$ cat src/common/trm_cfg.svh
// named pointers, codes, field positions and reset values of the result/alarm register set
// assumes inclusion by bare name from the package and the design
`ifndef TRM_CFG_SVH
`define TRM_CFG_SVH
`define TRM_NCH 5
`define TRM_PTR_POR 8'h00
`define TRM_PTR_LOCAL 8'h00
`define TRM_PTR_REM4 8'h04
`define TRM_PTR_SRST 8'h20
`define TRM_PTR_ST1 8'h21
`define TRM_PTR_ST2 8'h22
`define TRM_PTR_OPEN 8'h23
`define TRM_PTR_LOCK 8'hc4
`define TRM_LOCK_CODE 16'h5ca6
`define TRM_UNLOCK_CODE 16'heb19
`define TRM_LOCK_RD 16'h8000
`define TRM_LOCK_POR 1'b1
`define TRM_WORD_ZERO 16'h0000
`define TRM_RES_ZERO 13'h0000
`define TRM_SRST_BIT 15
`define TRM_RES_MSB 15
`define TRM_RES_LSB 3
`define TRM_FLAG_LSB 7
`define TRM_OPEN_LSB 8
`endif

$ cat src/common/trm_pkg.sv
// types shared by the result/alarm register set and its neighbours
// assumes the cfg header is on the include path
`include "trm_cfg.svh"
package trm_pkg;
    // 13-bit two's complement reading, lsb = 1/16 degree
    typedef logic signed [12:0] trm_temp_t;
    typedef struct packed {
        logic [2:0] chan;
        trm_temp_t value;
    } trm_conv_t;
    typedef struct packed {
        logic [15:0] level1;
        logic [15:0] level2;
    } trm_limits_t;
    typedef struct packed {
        logic ptr_set;
        logic wr;
        logic rd;
        logic [7:0] ptr;
        logic [15:0] wdata;
    } trm_acc_t;
endpackage : trm_pkg

$ cat src/core/trm_regs.sv
// result, soft reset, lock and alarm status registers with the limit comparators
// assumes a serial engine in front giving pointer/write/read strobes, a converter
// giving one-cycle done pulses, and limit/hysteresis words held elsewhere
`timescale 1ns/1ps
`include "trm_cfg.svh"

// What this block does
// 13-bit results; local 00h, remotes 01h-04h
// low four result bits are sixteenths
// results read-only, overwritten per conversion
// reads anytime; zero before first conversion
// bit15 at 20h soft-resets; reads zero
// soft reset ignored while locked
// level1 status at 21h, bits 11-7
// level1 flag sets above level1 limit
// level1 flag self-clears below limit-hysteresis
// first pin low while any level1 flag
// level2 status at 22h, same layout
// level2 flag set/clear with shared hysteresis
// second pin low while any level2 flag
// release test includes equality
// diode open status at 23h, bits 11-8
// open flags never drive pins directly
// C4h lock/unlock codes; reads 8000h locked
// pointer set first; unassigned writes ignored
// compare only at result update points
module trm_regs
    import trm_pkg::*;
(
    input wire logic clock,
    input wire logic rst,
    input wire trm_acc_t acc,
    input wire logic conv_done,
    input wire trm_conv_t conv,
    input wire logic [3:0] diode_open,
    input wire trm_limits_t [`TRM_NCH-1:0] limits,
    input wire logic [15:0] hyst_word,
    output logic [15:0] rdata_q,
    output logic rd_valid_q,
    output logic sw_reset_q,
    output logic lock_q,
    output logic first_alarm_pin_n_q,
    output logic first_alarm_oe_q,
    output logic second_alarm_pin_n_q,
    output logic second_alarm_oe_q
);

    // ------------------------------------------------------------
    // pointer and access decode
    // ------------------------------------------------------------
    logic [7:0] ptr_q;
    logic [7:0] eff_ptr;
    logic srst_hit;
    logic lock_hit;

    // a write that carries a pointer uses it at once
    assign eff_ptr = acc.ptr_set ? acc.ptr : ptr_q;
    // writes landing in the soft reset cycle are lost, so the reset stays a single pulse
    assign srst_hit = acc.wr && eff_ptr == `TRM_PTR_SRST && acc.wdata[`TRM_SRST_BIT] && !sw_reset_q;
    assign lock_hit = acc.wr && eff_ptr == `TRM_PTR_LOCK && !sw_reset_q;

    always_ff @(posedge clock or posedge rst)
    begin
        if (rst)
        begin
            ptr_q <= `TRM_PTR_POR;
        end
        else if (sw_reset_q)
        begin
            ptr_q <= `TRM_PTR_POR;
        end
        else if (acc.ptr_set)
        begin
            ptr_q <= acc.ptr;
        end
    end

    // ------------------------------------------------------------
    // lock and software reset
    // ------------------------------------------------------------
    // lock is kept across a soft reset, else an unlocked reset would relock
    always_ff @(posedge clock or posedge rst)
    begin
        if (rst)
        begin
            lock_q <= `TRM_LOCK_POR;
        end
        else if (lock_hit)
        begin
            if (acc.wdata == `TRM_LOCK_CODE)
            begin
                lock_q <= 1'b1;
            end
            else if (acc.wdata == `TRM_UNLOCK_CODE)
            begin
                lock_q <= 1'b0;
            end
        end
    end

    always_ff @(posedge clock or posedge rst)
    begin
        if (rst)
        begin
            sw_reset_q <= 1'b0;
        end
        else
        begin
            sw_reset_q <= srst_hit && !lock_q;
        end
    end

    // ------------------------------------------------------------
    // per-channel results and comparators
    // ------------------------------------------------------------
    logic [12:0] res_all [`TRM_NCH];
    logic [`TRM_NCH-1:0] lvl1_q;
    logic [`TRM_NCH-1:0] lvl2_q;
    logic [`TRM_NCH-1:0] lvl1_d;
    logic [`TRM_NCH-1:0] lvl2_d;
    logic signed [14:0] hyst_ext;

    // hysteresis is a 13-bit magnitude; 15 bits keep the lowest limit minus it from wrapping
    assign hyst_ext = {2'b00, hyst_word[`TRM_RES_MSB:`TRM_RES_LSB]};

    for (genvar i = 0; i < `TRM_NCH; i++)
    begin : g_ch
        logic upd;
        logic [12:0] res_q;
        logic signed [14:0] t_new;
        logic signed [14:0] lim1;
        logic signed [14:0] lim2;
        logic over1;
        logic over2;
        logic below1;
        logic below2;

        assign upd = conv_done && conv.chan == 3'(i);
        assign t_new = {{2{conv.value[12]}}, conv.value};
        assign lim1 = {{2{limits[i].level1[`TRM_RES_MSB]}}, limits[i].level1[`TRM_RES_MSB:`TRM_RES_LSB]};
        assign lim2 = {{2{limits[i].level2[`TRM_RES_MSB]}}, limits[i].level2[`TRM_RES_MSB:`TRM_RES_LSB]};
        assign over1 = t_new > lim1;
        assign over2 = t_new > lim2;
        assign below1 = t_new <= lim1 - hyst_ext;
        assign below2 = t_new <= lim2 - hyst_ext;

        // between the two thresholds a flag keeps its last state
        always_comb
        begin
            lvl1_d[i] = lvl1_q[i];
            lvl2_d[i] = lvl2_q[i];
            if (upd)
            begin
                if (over1)
                begin
                    lvl1_d[i] = 1'b1;
                end
                else if (below1)
                begin
                    lvl1_d[i] = 1'b0;
                end
                if (over2)
                begin
                    lvl2_d[i] = 1'b1;
                end
                else if (below2)
                begin
                    lvl2_d[i] = 1'b0;
                end
            end
        end

        always_ff @(posedge clock or posedge rst)
        begin
            if (rst)
            begin
                res_q <= `TRM_RES_ZERO;
            end
            else if (sw_reset_q)
            begin
                res_q <= `TRM_RES_ZERO;
            end
            else if (upd)
            begin
                res_q <= conv.value;
            end
        end

        always_ff @(posedge clock or posedge rst)
        begin
            if (rst)
            begin
                lvl1_q[i] <= 1'b0;
                lvl2_q[i] <= 1'b0;
            end
            else if (sw_reset_q)
            begin
                lvl1_q[i] <= 1'b0;
                lvl2_q[i] <= 1'b0;
            end
            else
            begin
                lvl1_q[i] <= lvl1_d[i];
                lvl2_q[i] <= lvl2_d[i];
            end
        end

        assign res_all[i] = res_q;
    end

    // ------------------------------------------------------------
    // diode open status
    // ------------------------------------------------------------
    logic [3:0] open_q;

    always_ff @(posedge clock or posedge rst)
    begin
        if (rst)
        begin
            open_q <= 4'h0;
        end
        else if (sw_reset_q)
        begin
            open_q <= 4'h0;
        end
        else
        begin
            open_q <= diode_open;
        end
    end

    // ------------------------------------------------------------
    // alarm pins
    // ------------------------------------------------------------
    // pins follow the flag next values so they move in the same cycle as the flags;
    // open flags are deliberately not in these terms
    always_ff @(posedge clock or posedge rst)
    begin
        if (rst)
        begin
            first_alarm_pin_n_q <= 1'b1;
            first_alarm_oe_q <= 1'b0;
            second_alarm_pin_n_q <= 1'b1;
            second_alarm_oe_q <= 1'b0;
        end
        else if (sw_reset_q)
        begin
            first_alarm_pin_n_q <= 1'b1;
            first_alarm_oe_q <= 1'b0;
            second_alarm_pin_n_q <= 1'b1;
            second_alarm_oe_q <= 1'b0;
        end
        else
        begin
            first_alarm_pin_n_q <= ~|lvl1_d;
            first_alarm_oe_q <= |lvl1_d;
            second_alarm_pin_n_q <= ~|lvl2_d;
            second_alarm_oe_q <= |lvl2_d;
        end
    end

    // ------------------------------------------------------------
    // read path
    // ------------------------------------------------------------
    logic [15:0] rd_word;

    always_comb
    begin
        rd_word = `TRM_WORD_ZERO;
        if (eff_ptr <= `TRM_PTR_REM4)
        begin
            rd_word = {res_all[eff_ptr[2:0]], 3'h0};
        end
        else
        begin
            case (eff_ptr)
                `TRM_PTR_SRST: rd_word = `TRM_WORD_ZERO;
                `TRM_PTR_ST1: rd_word = 16'(lvl1_q) << `TRM_FLAG_LSB;
                `TRM_PTR_ST2: rd_word = 16'(lvl2_q) << `TRM_FLAG_LSB;
                `TRM_PTR_OPEN: rd_word = 16'(open_q) << `TRM_OPEN_LSB;
                `TRM_PTR_LOCK: rd_word = lock_q ? `TRM_LOCK_RD : `TRM_WORD_ZERO;
                default: rd_word = `TRM_WORD_ZERO;
            endcase
        end
    end

    always_ff @(posedge clock or posedge rst)
    begin
        if (rst)
        begin
            rdata_q <= `TRM_WORD_ZERO;
            rd_valid_q <= 1'b0;
        end
        else
        begin
            rd_valid_q <= acc.rd;
            if (acc.rd)
            begin
                rdata_q <= rd_word;
            end
        end
    end
endmodule : trm_regs

$ cat config.mk
export PLATFORM = sky130hd
export DESIGN_NAME = trm_regs
export DESIGN_NICKNAME = d
export VERILOG_FILES = /design/src/common/trm_pkg.sv /design/src/core/trm_regs.sv
export VERILOG_INCLUDE_DIRS = /design/src /design/src/common
export SDC_FILE = /design/constraint.sdc
export NUM_CORES = 1
export LEC_CHECK = 0
export ABC_AREA = 1
export ABC_CLOCK_PERIOD_IN_PS = 3900
export BUFFER_PORTS_ARGS = -buffer_cell sky130_fd_sc_hd__buf_2
export CORE_UTILIZATION = 50
export CTS_CLUSTER_SIZE = 10
export DETAILED_ROUTE_END_ITERATION = 12
export GPL_TIMING_DRIVEN = 0
export PLACE_DENSITY = 0.7
export SYNTH_ARGS = -nofsm -noshare
export SYNTH_HDL_FRONTEND = slang
export SYNTH_SLANG_ARGS = --single-unit
$ cat constraint.sdc
create_clock -name clock -period 3.9 [get_ports clock]
set_input_delay 0.78 -clock clock [delete_from_list [all_inputs] [get_ports clock]]
set_output_delay 0.78 -clock clock [all_outputs]
set_load 0.005 [all_outputs]
## Word level (Yosys, flattened, before mapping)

Index checks and enable logic that the tools add are counted.

- $add $sub $neg: 10
- $mul: 0
- Div/mod/pow operators: 0
- Order comparisons: 22
- Equal/unequal tests: 11
- Shift operators: 0
- Mux-type cells: 65
- Bitwise operators: 1
- Reduce and logical (&&, ||, !) cells: 25

Operator list:

| operator | number |
|---|---|
| two-way mux 13 bit | 12 |
| <= comparator 13 x 15 -> 1 bit | 10 |
| subtractor 13 x 14 -> 15 bit | 10 |
| greater-than comparator 13 bit | 10 |
| case mux 16 bit (4 select lines) | 1 |
| two-way mux 1 bit | 46 |
| binary-select mux 13 bit (select 3 bit) | 1 |
| equality test 8 x 6 -> 1 bit, second input constant | 4 |
| two-way mux 16 bit | 2 |
| equality test 16 x 15 -> 1 bit, second input constant | 1 |
| equality test 16 bit, second input constant | 1 |
| two-way mux 8 bit | 2 |
| nonzero test 2 bit | 6 |
| logical AND 1 bit | 11 |
| OR reduction 5 bit | 2 |
| equality test 8 bit, second input constant | 1 |
| <= comparator 8 x 3 -> 1 bit, second input constant | 1 |
| equality test 3 x 2 -> 1 bit, second input constant | 2 |
| greater-or-equal comparator 4 bit, second input constant | 1 |
| logical NOT 1 bit | 4 |
| two-way mux 4 bit | 1 |
| NOT 3 -> 4 bit | 1 |
| equality test 3 x 1 -> 1 bit, second input constant | 1 |
| equality test 3 bit, second input constant | 1 |
| other kinds (2) | 2 |

- Flip-flop bits (word level): 110
- Bits in latches: 0
- Memory bits (writable): 0
- ROM bits: 0
- Input port bits: 226
- Output and inout bits: 23
- Word-level logic and storage cells: 159
- Memories: 0

## Logic depth before layout (Yosys ltp)

Gate-level depths: netlist (run 1).

- Depth after elaboration: 8
- Mapped depth: 28
- Depth with buffers taken out: 28

## Worst setup path after synthesis (run 1)

OpenSTA, ideal clock, no wires.

- Kind: in2reg
- Start: input limits[99] in the netlist's numbering
- End: register second_alarm_oe_q
- Setup time: 0.132 ns
- Arrival time: 3.638 ns
- Required time: 3.768 ns
- Setup slack: 0.131 ns
- Stages: 26
- Path buffers: 0
- Cells stage by stage: inv_1 ha_1 fa_1 o21ai_0 a21oi_1 o21bai_1 nand2_1 nand2_1 nand2_1 nand2_1 nand2_1 nand2_1 xor2_1 ha_1 nand2_1 nand2_1 nand2_1 nand2_1 a21oi_1 nand3_1 nand3_1 nand2_1 a21oi_1 nand3_1 nor2_1 nor2_1

- Longest elaborated chain between the ends: 7
- Elaborated cells on any way between the ends: 8
- Classes of those cells: add/sub (1); order compare (2); mux (4); reduce/logical (1)

Ends and longest elaborated chain:

| what | RTL line | text |
|---|---|---|
| start, declared | trm_regs.sv:36 | `` input wire trm_limits_t [`TRM_NCH-1:0] limits, `` |
| subtractor 13 x 14 -> 15 bit | trm_regs.sv:145 | `assign below2 = t_new <= lim2 - hyst_ext;` |
| <= comparator 13 x 15 -> 1 bit | trm_regs.sv:145 |  |
| two-way mux 1 bit | trm_regs.sv:166 | `else if (below2)` |
| two-way mux 1 bit * | trm_regs.sv:162 | `if (over2)` |
| two-way mux 1 bit * | trm_regs.sv:152 | `if (upd)` |
| OR reduction 5 bit * | trm_regs.sv:258 | `second_alarm_oe_q <= \|lvl2_d;` |
| two-way mux 1 bit * | trm_regs.sv:246 | `else if (sw_reset_q)` |
| end signal, assigned | trm_regs.sv:258 |  |
| end, declared | trm_regs.sv:45 | `output logic second_alarm_oe_q` |

Every way passes the cells marked *; elsewhere a longest branch is shown, timed or not.
A chain may end at the register's enable or synchronous reset.

## Worst setup path after layout (run 1)

- Start: input hyst_word[6]
- End: register second_alarm_oe_q

- Longest elaborated chain between the ends: 7
- Elaborated cells on any way between the ends: 27
- Classes of those cells: add/sub (5); order compare (5); mux (16); reduce/logical (1)

Ends and longest elaborated chain:

| what | RTL line | text |
|---|---|---|
| start, declared | trm_regs.sv:37 | `input wire logic [15:0] hyst_word,` |
| subtractor 13 x 14 -> 15 bit | trm_regs.sv:145 |  |
| <= comparator 13 x 15 -> 1 bit | trm_regs.sv:145 |  |
| two-way mux 1 bit | trm_regs.sv:166 |  |
| two-way mux 1 bit | trm_regs.sv:162 |  |
| two-way mux 1 bit | trm_regs.sv:152 |  |
| OR reduction 5 bit * | trm_regs.sv:258 |  |
| two-way mux 1 bit * | trm_regs.sv:246 |  |

Marked as above.

==> results by group, run 1 <==
Clocking
  • CTS Buffer Depth: 2
  • H-Tree Depth: 3
  • # hold bufs at CTS: 0
  • Clock transition at the registers of the reported paths: approximately 0.080 ns
  • Clk_lat worst skew: 0.37 ns
  • Sink Count: 107
  • TritonCTS buffer count: 9
  • CTS tree: done
  • Root buffer cell: clkbuf_16

Yosys
  • Avg Inst Size Synth: 6.882 sq um
  • Post-Synth Simple-Gate Area: between 20 and 25%
  • Synth Flop Type: dfrtp_1
  • Sequential-to-total area share from yosys stat: around 15%
  • Synth Area in Compound Gates: a little over an eighth
  • Post-Syn Area: between 15000 and 20000 sq um
  • EDFF count, synth: 0
  • Xor/xnor cell area share of the yosys netlist: 5.077%
  • Yosys cell types: between 50 and 60
  • Synth Area in Adders: a little under a third
  • Ys async rst share: 100.0%
  • Flops & latches, synth: between 100 and 150
  • Mapped Cells: between 2000 and 3000
  • Combinational family with the most area after synthesis: adder cells
  • Mux cell area share after synthesis: approximately 1.6%
  • Yosys warns: 0

Layout
  • Area delta synth->final: 27.12%
  • Final instance area: ~23000 sq um
  • Share of layout cells above drive strength 1: a little under a quarter
  • Core Util, Final: about two thirds
  • Nets: between 3000 and 4000

Placement
  • Port bufs: ~210
  • DP Area: between 15000 and 20000 sq um
  • HPWL Detailed: around 43000 um
  • Final GP Congestion: a little over 0.9

Global route
  • Pin count of the biggest net entering global routing: 56
  • Vias in the first global route: approximately 18000
  • First-pass GRT wire length: 91380 um
  • Total GRT Usage: approximately a third
  • Grt ovf: 0
  • Initial antenna violation count: 1

Critical path
  • Setup CP Type: in -> reg
  • Crit. End Element: register
  • R2R setup slack: roughly 1.8 ns
  • CP bufs+invs: 5
  • Crit-path max cell delay: approximately 0.3 ns
  • RR Endpoint: rdata_q[8]
  • Critical Path RT: around 4.1 ns
  • Worst Setup EP: second_alarm_oe_q
  • Setup crit start: hyst_word[6]
  • Reg2reg path depth: 11
  • CP top delay family: simple AND/OR/NAND/NOR gates
  • Largest fanout on the critical path: 4
  • Startpoint types: input port
  • CP max stage cell: ha_1
  • WP data arrival: 4.19 ns
  • Reg2reg start: ptr_q[2]
  • Most used cell, CP: nand2_1
  • Number of cells on the critical path: 30

STA
  • RSZ-0062 raised after global routing: yes
  • Setup Skew: approximately 0.011 ns
  • # setup viols final: 1
  • Fmax: between 0.2 and 0.3 GHz
  • Period Utilization, post-route: 101.5%
  • Final Max Slew Viols: 0
  • Fin Hold WS: 0.4755 ns
  • PnR worst setup slack: -0.06033 ns
  • Final Hold Viols: 0
  • Least-Margin Pin Slew: ~1.5 ns
  • Final min period: 3.960 ns
  • Slew headroom: under 10%

Status
  • Failing checks: negative setup slack
  • Outcome: finished, violations left

Die
  • Chip height: ~190 um
  • Initial core utilization: a little over 50%
  • Area of the die: around 36000 sq um
  • Die Wd: roughly 190 um
  • I/O pins: ~250
  • Num rows: just under 70
  • Core Area: roughly 35000 sq um

Flow run
  • Max_cap viols: 0

Detailed routing
  • WL/cell: 18.36 um
  • DRC errors left: 0
  • WL final: around 62000 um
  • DR pass1 iterations: 6
  • Vias: around 19000
  • Final ANT Viol Nets: 0
  • Detailed Route Iter0 Violations: about 1400
  • Via density: roughly 5.7

Power and ir drop
  • Pleak: between 10 and 15 nW
  • PD cells: approximately 260 nW/um^2
  • VDD IR max: between 0.2 and 0.25 mV

Hold path
  • HP Class: reg -> reg
==> repair_timing <==
action	CTS	global route
buffers inserted	71	60
setup endpoints to repair	14	14
resized for setup	126	254
gates cloned	1	0
pin swaps	40	174
==> per-stage QoR <==
step	total power, W	TNS [ns]	worst slack [ns]	instances
6_report	0.005948	-0.06033	-0.06033	3401
5_1_grt	0.006421	-0.6574	-0.2184	3399
3_3_place_gp	0.004056	-113.11	-1.598	3250
4_1_cts	0.005484	0	0.001091	3339
3_5_place_dp	0.004186	-16.68	-1.806	3251
2_1_floorplan	0.003384	0	0.1306	2584
==> registers in the layout (all words and copies together), names as in the netlist <==
register and count:
g_ch.res_q 65, rdata_q 13, ptr_q 8, lvl1_q 5, lvl2_q 5, open_q 4, first_alarm_oe_q 1, first_alarm_pin_n_q 1
lock_q 1, rd_valid_q 1, second_alarm_oe_q 1, second_alarm_pin_n_q 1, sw_reset_q 1
==> where the power goes <==
| group | switching [W] | internal [W] |
|---|---|---|
| clock network | 0.000440 | 0.000633 |
| registers | 0.000119 | 0.00131 |
| logic | 0.00198 | 0.00146 |
| total | 0.00254 | 0.00341 |
==> worst register-to-register path: stages (launching register included) <==
cell	delay, ns
dfrtp_1	0.37
nand2_1	0.06
nand2_1	0.20
inv_1	0.23
nand2_1	0.13
nor2_1	0.32
nand2_1	0.09
inv_1	0.16
nand2_1	0.14
nand2_1	0.08
a21oi_1	0.08
a31oi_1	0.19
==> final cells by class <==
cell class / instances / area [sq um]
Multi-Input combinational cell: 2031 / 14910
Fill cell: 2976 / 12210
Sequential cell: 107 / 2681
Timing Repair Buffer: 343 / 2321
Inverter: 423 / 1635
Tap cell: 455 / 569.3
Clock buffer: 9 / 225.2
Clock inverter: 7 / 122.6
Buffer: 23 / 113.9
Timing Repair inverter: 1 / 7.507
Antenna cell: 2 / 5.005
==> synthesized netlist by cell type, types with 5 or more instances <==
library cell  count  share of area, %
a31oi_1          13              0.46
nor3_1           37               1.0
buf_1             5              0.11
xnor2_1          51               2.5
fa_1             10               1.1
nand4_1          42               1.5
nor2_1          163               3.4
a2111oi_0         8              0.39
nand2_1         621                13
dfrtp_1         104                15
o21ai_0         111               3.1
inv_2             7              0.15
mux2_2           25               1.6
a21o_1            6              0.25
o31ai_1          10              0.42
ha_1            420                30
a21oi_1         234               6.6
o2111ai_1         5              0.25
nand3_1         141               4.0
a32o_1            6              0.34
o22ai_1          12              0.42
o21bai_1         15              0.63
inv_1           414               8.7
nand3b_1          7              0.30
o21ai_1           5              0.14
xor2_1           52               2.6
clkbuf_1         12              0.25
==> logic make-up (layout without fill, tap and decap cells) <==
family,after synthesis,in the layout
buf+inv,446,806
compound gates,436,436
other cells,1,5
fa+ha+maj,430,430
simple gates,1033,1033
flops,107,107
xor+xnor,103,103
mux,26,26
==> how the worst min path moves through the flow <==
stage | slack [ns] | from | cells after the start | end
4_1_cts | 0.48 | rdata_q[14] | 2 | rdata_q[14]
3_3_place_gp | 0.46 | rdata_q[14] | 2 | rdata_q[14]
5_1_grt | 0.49 | rdata_q[11] | 2 | rdata_q[11]
3_5_place_dp | 0.46 | rdata_q[14] | 2 | rdata_q[14]
2_1_floorplan | 0.47 | g_ch[2].res_q[12] | 2 | g_ch[2].res_q[12]
6_report | 0.48 | rdata_q[14] | 2 | rdata_q[14]
==> layout by cell type (no fill, tap or decap), types with 9 or more instances in the layout <==
master,instances
a31oi_1,13
xor2_1,52
nor3_1,28
nand4_1,42
clkbuf_16,9
o21bai_2,11
dfrtp_1,104
nor2_1,148
clkinvlp_4,14
o31ai_1,10
nand3_2,34
clkbuf_1,12
nor3_2,9
nand3_1,105
inv_2,14
xnor2_1,50
o22ai_1,12
buf_2,208
nand2_2,48
ha_4,45
a21oi_2,64
o21ai_0,73
nor2_2,11
buf_6,9
inv_1,394
a21oi_1,165
o21ai_1,22
mux2_2,25
ha_1,373
o21ai_2,19
nor2_4,9
buf_12,14
nand2_1,570
buf_4,113
==> layer usage <==
metal / track usage, % / vias to the layer above / wire (um)
met4: 11.94 / 2 / 2781
met3: 4.251 / 190 / 5212
met1: 42.99 / 8931 / 25830
met2: 53.45 / 796 / 28610
li1: - / 9369 / -
met5: 0 / - / 8
Power figures use the tool's default switching activity.
==> run 2, diff against run 1 <==
--- a/config.mk
+++ b/config.mk
@@ -6,7 +6,6 @@
 export SDC_FILE = /design/constraint.sdc
 export NUM_CORES = 1
 export LEC_CHECK = 0
-export ABC_AREA = 1
 export ABC_CLOCK_PERIOD_IN_PS = 3900
 export BUFFER_PORTS_ARGS = -buffer_cell sky130_fd_sc_hd__buf_2
 export CORE_UTILIZATION = 50
==> run 2 against run 1 <==
The flow still finishes with violations (negative setup slack). Largest power group unchanged. First-iteration DRC count down 6.2%. Worst setup slack worse by 0.55 ns. Total power fell by 10%.
==> results by group, run 2 <==
Critical path
  • CP bufs+invs: 3 (-2)
  • Largest fanout on the critical path: 6 (+2)
  • Reg2reg start: ptr_q[1]
  • Setup crit start: hyst_word[5]
  • Setup CP Type: in -> reg
  • RR Endpoint: rdata_q[14]
  • CP max stage cell: a311o_1
  • Reg2reg path depth: 6 (-5)
  • Startpoint types: input port
  • CP top delay family: compound AO/OA/AOI/OAI gates
  • Crit. End Element: register
  • R2R setup slack: 1.46 ns (-0.31 ns)
  • Crit-path max cell delay: 0.42 ns (+0.12 ns)
  • CP cell instances: buf_8 > clkinvlp_4 > buf_12 > ha_4 > nand2b_4 > a21oi_4 > o21ai_2 > nand2b_1 > a31o_1 > a41o_1 > o41a_1 > a31o_1 > ha_4 > nand4_1 > nor2_2 > o31ai_2 > o211ai_1 > mux2_4 > a311o_1 > a2111oi_4 > a41oi_1
  • WP data arrival: 4.71 ns (+0.52 ns)
  • Critical Path RT: 4.10 ns (-0.03 ns)

Power and ir drop
  • VDD IR max: 0.1966 mV (-7.0%)
  • Pleak: 10.47 nW (-14%)
  • PD cells: 255.6 nW/um^2 (-2.9%)

Die
  • I/O pins: 249 (unchanged)
  • Core Area: 33780 sq um (-2.9%)
  • Num rows: 67 (-1.5%)
  • Initial core utilization: 51.25% (+0.19 points)
  • Area of the die: 35380 sq um (-2.5%)
  • Chip height: 188.1 um (-1.3%)
  • Die Wd: 188.1 um (-1.3%)

Clocking
  • Root buffer cell: clkbuf_16
  • TritonCTS buffer count: 9 (unchanged)
  • Clk_lat worst skew: 0.35 ns (-0.02 ns)
  • Sink Count: 107 (unchanged)
  • CTS Buffer Depth: 2 (unchanged)
  • Clock transition at the registers of the reported paths: 0.07 ns (about the same)
  • # hold bufs at CTS: 0 (unchanged)
  • H-Tree Depth: 3 (unchanged)
  • CTS tree: done

STA
  • Period Utilization, post-route: 115.6% (+14 points)
  • Least-Margin Pin Slew: 1.414 ns (-0.06759 ns)
  • Final Hold Viols: 0 (unchanged)
  • Setup Skew: 0.008163 ns (-0.002488 ns)
  • Final Max Slew Viols: 0 (unchanged)
  • Fmax: 0.2219 GHz (-12%)
  • Final min period: 4.507 ns (+0.5463 ns)
  • PnR worst setup slack: -0.6066 ns (-0.5463 ns)
  • RSZ-0062 raised after global routing: yes
  • # setup viols final: 14 (+13)
  • Slew headroom: 5.741% (+4.5 points)
  • Setup TNS: -5.801 ns (-5.740 ns)

Layout
  • Area of the multi-input gates: 14470 sq um (-3.0%)
  • Storage element area: 2681 sq um (unchanged)
  • Largest register FFs: 65 (unchanged)
  • Core Util, Final: 61.81% (-3.1 points)
  • Share of layout cells above drive strength 1: 18.02% (-5.8 points)
  • Final instance area: 20880 sq um (-7.6%)
  • Reg with most FFs: g_ch.res_q
  • Fill count: 3017 (+1.4%)
  • Area delta synth->final: 20.59%
  • Leading cell types in the layout, fill and taps excluded: ha_1 (393), nand2_1 (239), buf_2 (207), inv_1 (176), a21oi_1 (175)
  • Leading registers by flop count: g_ch.res_q x65, rdata_q x13, ptr_q x8
  • Post-Layout Cell Count: 2943 (-13%)
  • Most common cell after layout, fill and taps aside: ha_1
  • Nets: 3142 (-13%)

Yosys
  • Yosys cell types: 76 (+46%)
  • Synth top cells by count: ha_1 (420), nand2_1 (239), inv_1 (194)
  • Flops & latches, synth: 107 (unchanged)
  • Synth Flop Type: dfrtp_1
  • EDFF count, synth: 0 (unchanged)
  • Post-Syn Area: 17320 sq um (-2.6%)
  • Yosys warns: 0 (unchanged)
  • Mapped Cells: 2179 (-16%)
  • Count leader, synth: ha_1
  • Synth top area share: 30.35% (+0.78 points)
  • Ys async rst share: 100.0% (unchanged)
  • Top cells by area, synth: ha_1 (30%), dfrtp_1 (15%), a21oi_1 (5.4%), nand2_1 (5.2%), inv_1 (4.2%)
  • Largest area contributor in the netlist: ha_1
  • Sequential-to-total area share from yosys stat: 15.49% (+0.40 points)
  • Avg Inst Size Synth: 7.946 sq um (+15%)

Global route
  • First-pass GRT wire length: 89200 um (-2.4%)
  • Vias in the first global route: 17179 (-4.2%)
  • Initial antenna violation count: 8 (+7)
  • Pin count of the biggest net entering global routing: 68 (+21%)
  • Total GRT Usage: 32.06% (-0.35 points)
  • Grt ovf: 0 (unchanged)

Placement
  • HPWL Detailed: 41520 um (-3.3%)
  • DP Area: 19050 sq um (-2.0%)
  • Final GP Congestion: 0.9098 (-2.1%)
  • Post-placement cell count: 2841 (-13%)
  • Port bufs: 211 (unchanged)

Flow run
  • Max_cap viols: 0 (unchanged)

Detailed routing
  • DRC errors left: 0 (unchanged)
  • WL final: 58620 um (-6.1%)
  • DR pass1 iterations: 6 (unchanged)
  • Detailed Route Iter0 Violations: 1277 (-6.2%)
  • Via density: 6.057 (+6.8%)
  • Top Metal Used: met5
  • WL/cell: 19.92 um (+8.5%)
  • WL met1: 24730 um (-4.2%)
  • WL met3: 3904 um (-25%)
  • Vias: 17827 (-7.6%)
  • Met2 WL: 27030 um (-5.5%)
  • Final ANT Viol Nets: 0 (unchanged)

Status
  • Failing checks: negative setup slack
  • Outcome: finished, violations left

Hold path
  • HP Class: in -> async
==> run 2: layout make-up <==
type                            count  share of cell area [%]
Timing Repair Buffer              294                   9.186
Tap cell                          448                   2.685
Antenna cell                        4                 0.04794
Inverter                          198                   3.757
Buffer                             40                  0.7850
Clock inverter                      5                  0.2517
Clock buffer                       11                   1.163
Multi-Input combinational cell   1836                   69.28
Sequential cell                   107                   12.84
==> run 2: where the power goes <==
part / total [W] / switching [W] / internal, W / leakage (nW)
Combinational: 0.00304 / 0.00170 / 0.00134 / 9.02
Sequential: 0.00138 / 0.000107 / 0.00127 / 1.30
Clock: 0.000917 / 0.000405 / 0.000513 / 0.145
==> run 2: what timing repair did <==
item                                    CTS  global route
gates cloned                              0             0
endpoints found under the setup margin   14            14
setup buffers                            62            22
pin swaps                                37            84
gates resized for setup                  83            78
==> run 2: how the worst max path moves through the flow <==
stage                                   end  depth (start not counted)
after floorplan            first_alarm_oe_q                         19
after global placement     first_alarm_oe_q                         20
after detailed placement   first_alarm_oe_q                         20
after CTS                  first_alarm_oe_q                         21
after global routing      second_alarm_oe_q                         23
final                      first_alarm_oe_q                         21
==> run 2: metrics by stage <==
step | power, W | hold slack (ns) | setup slack (ns)
floorplan | 0.003278 | 0.4872 | -0.4185
global placement | 0.003948 | 0.4984 | -1.729
detailed placement | 0.004072 | 0.5115 | -1.748
CTS | 0.005157 | 0.4902 | -0.6271
global route | 0.005728 | 0.5159 | -0.7333
finish | 0.005338 | 0.4749 | -0.6066
==> run 2: cells by family after synthesis <==
kind of cell / after synthesis / share of synthesized area, %
simple gates: 730 / 20.23
compound gates: 529 / 20.00
fa+ha+maj: 430 / 31.51
buf+inv: 238 / 5.239
xor+xnor: 117 / 5.918
flops: 107 / 15.49
mux: 27 / 1.604
other cells: 1 / 0.02166
==> run 2: metal layers <==
| metal | vias up | global-route usage [%] |
|---|---|---|
| li1 | 8532 | - |
| met5 | - | 0 |
| met2 | 711 | 54.70 |
| met1 | 8401 | 40.95 |
| met4 | 6 | 13.48 |
| met3 | 177 | 3.369 |
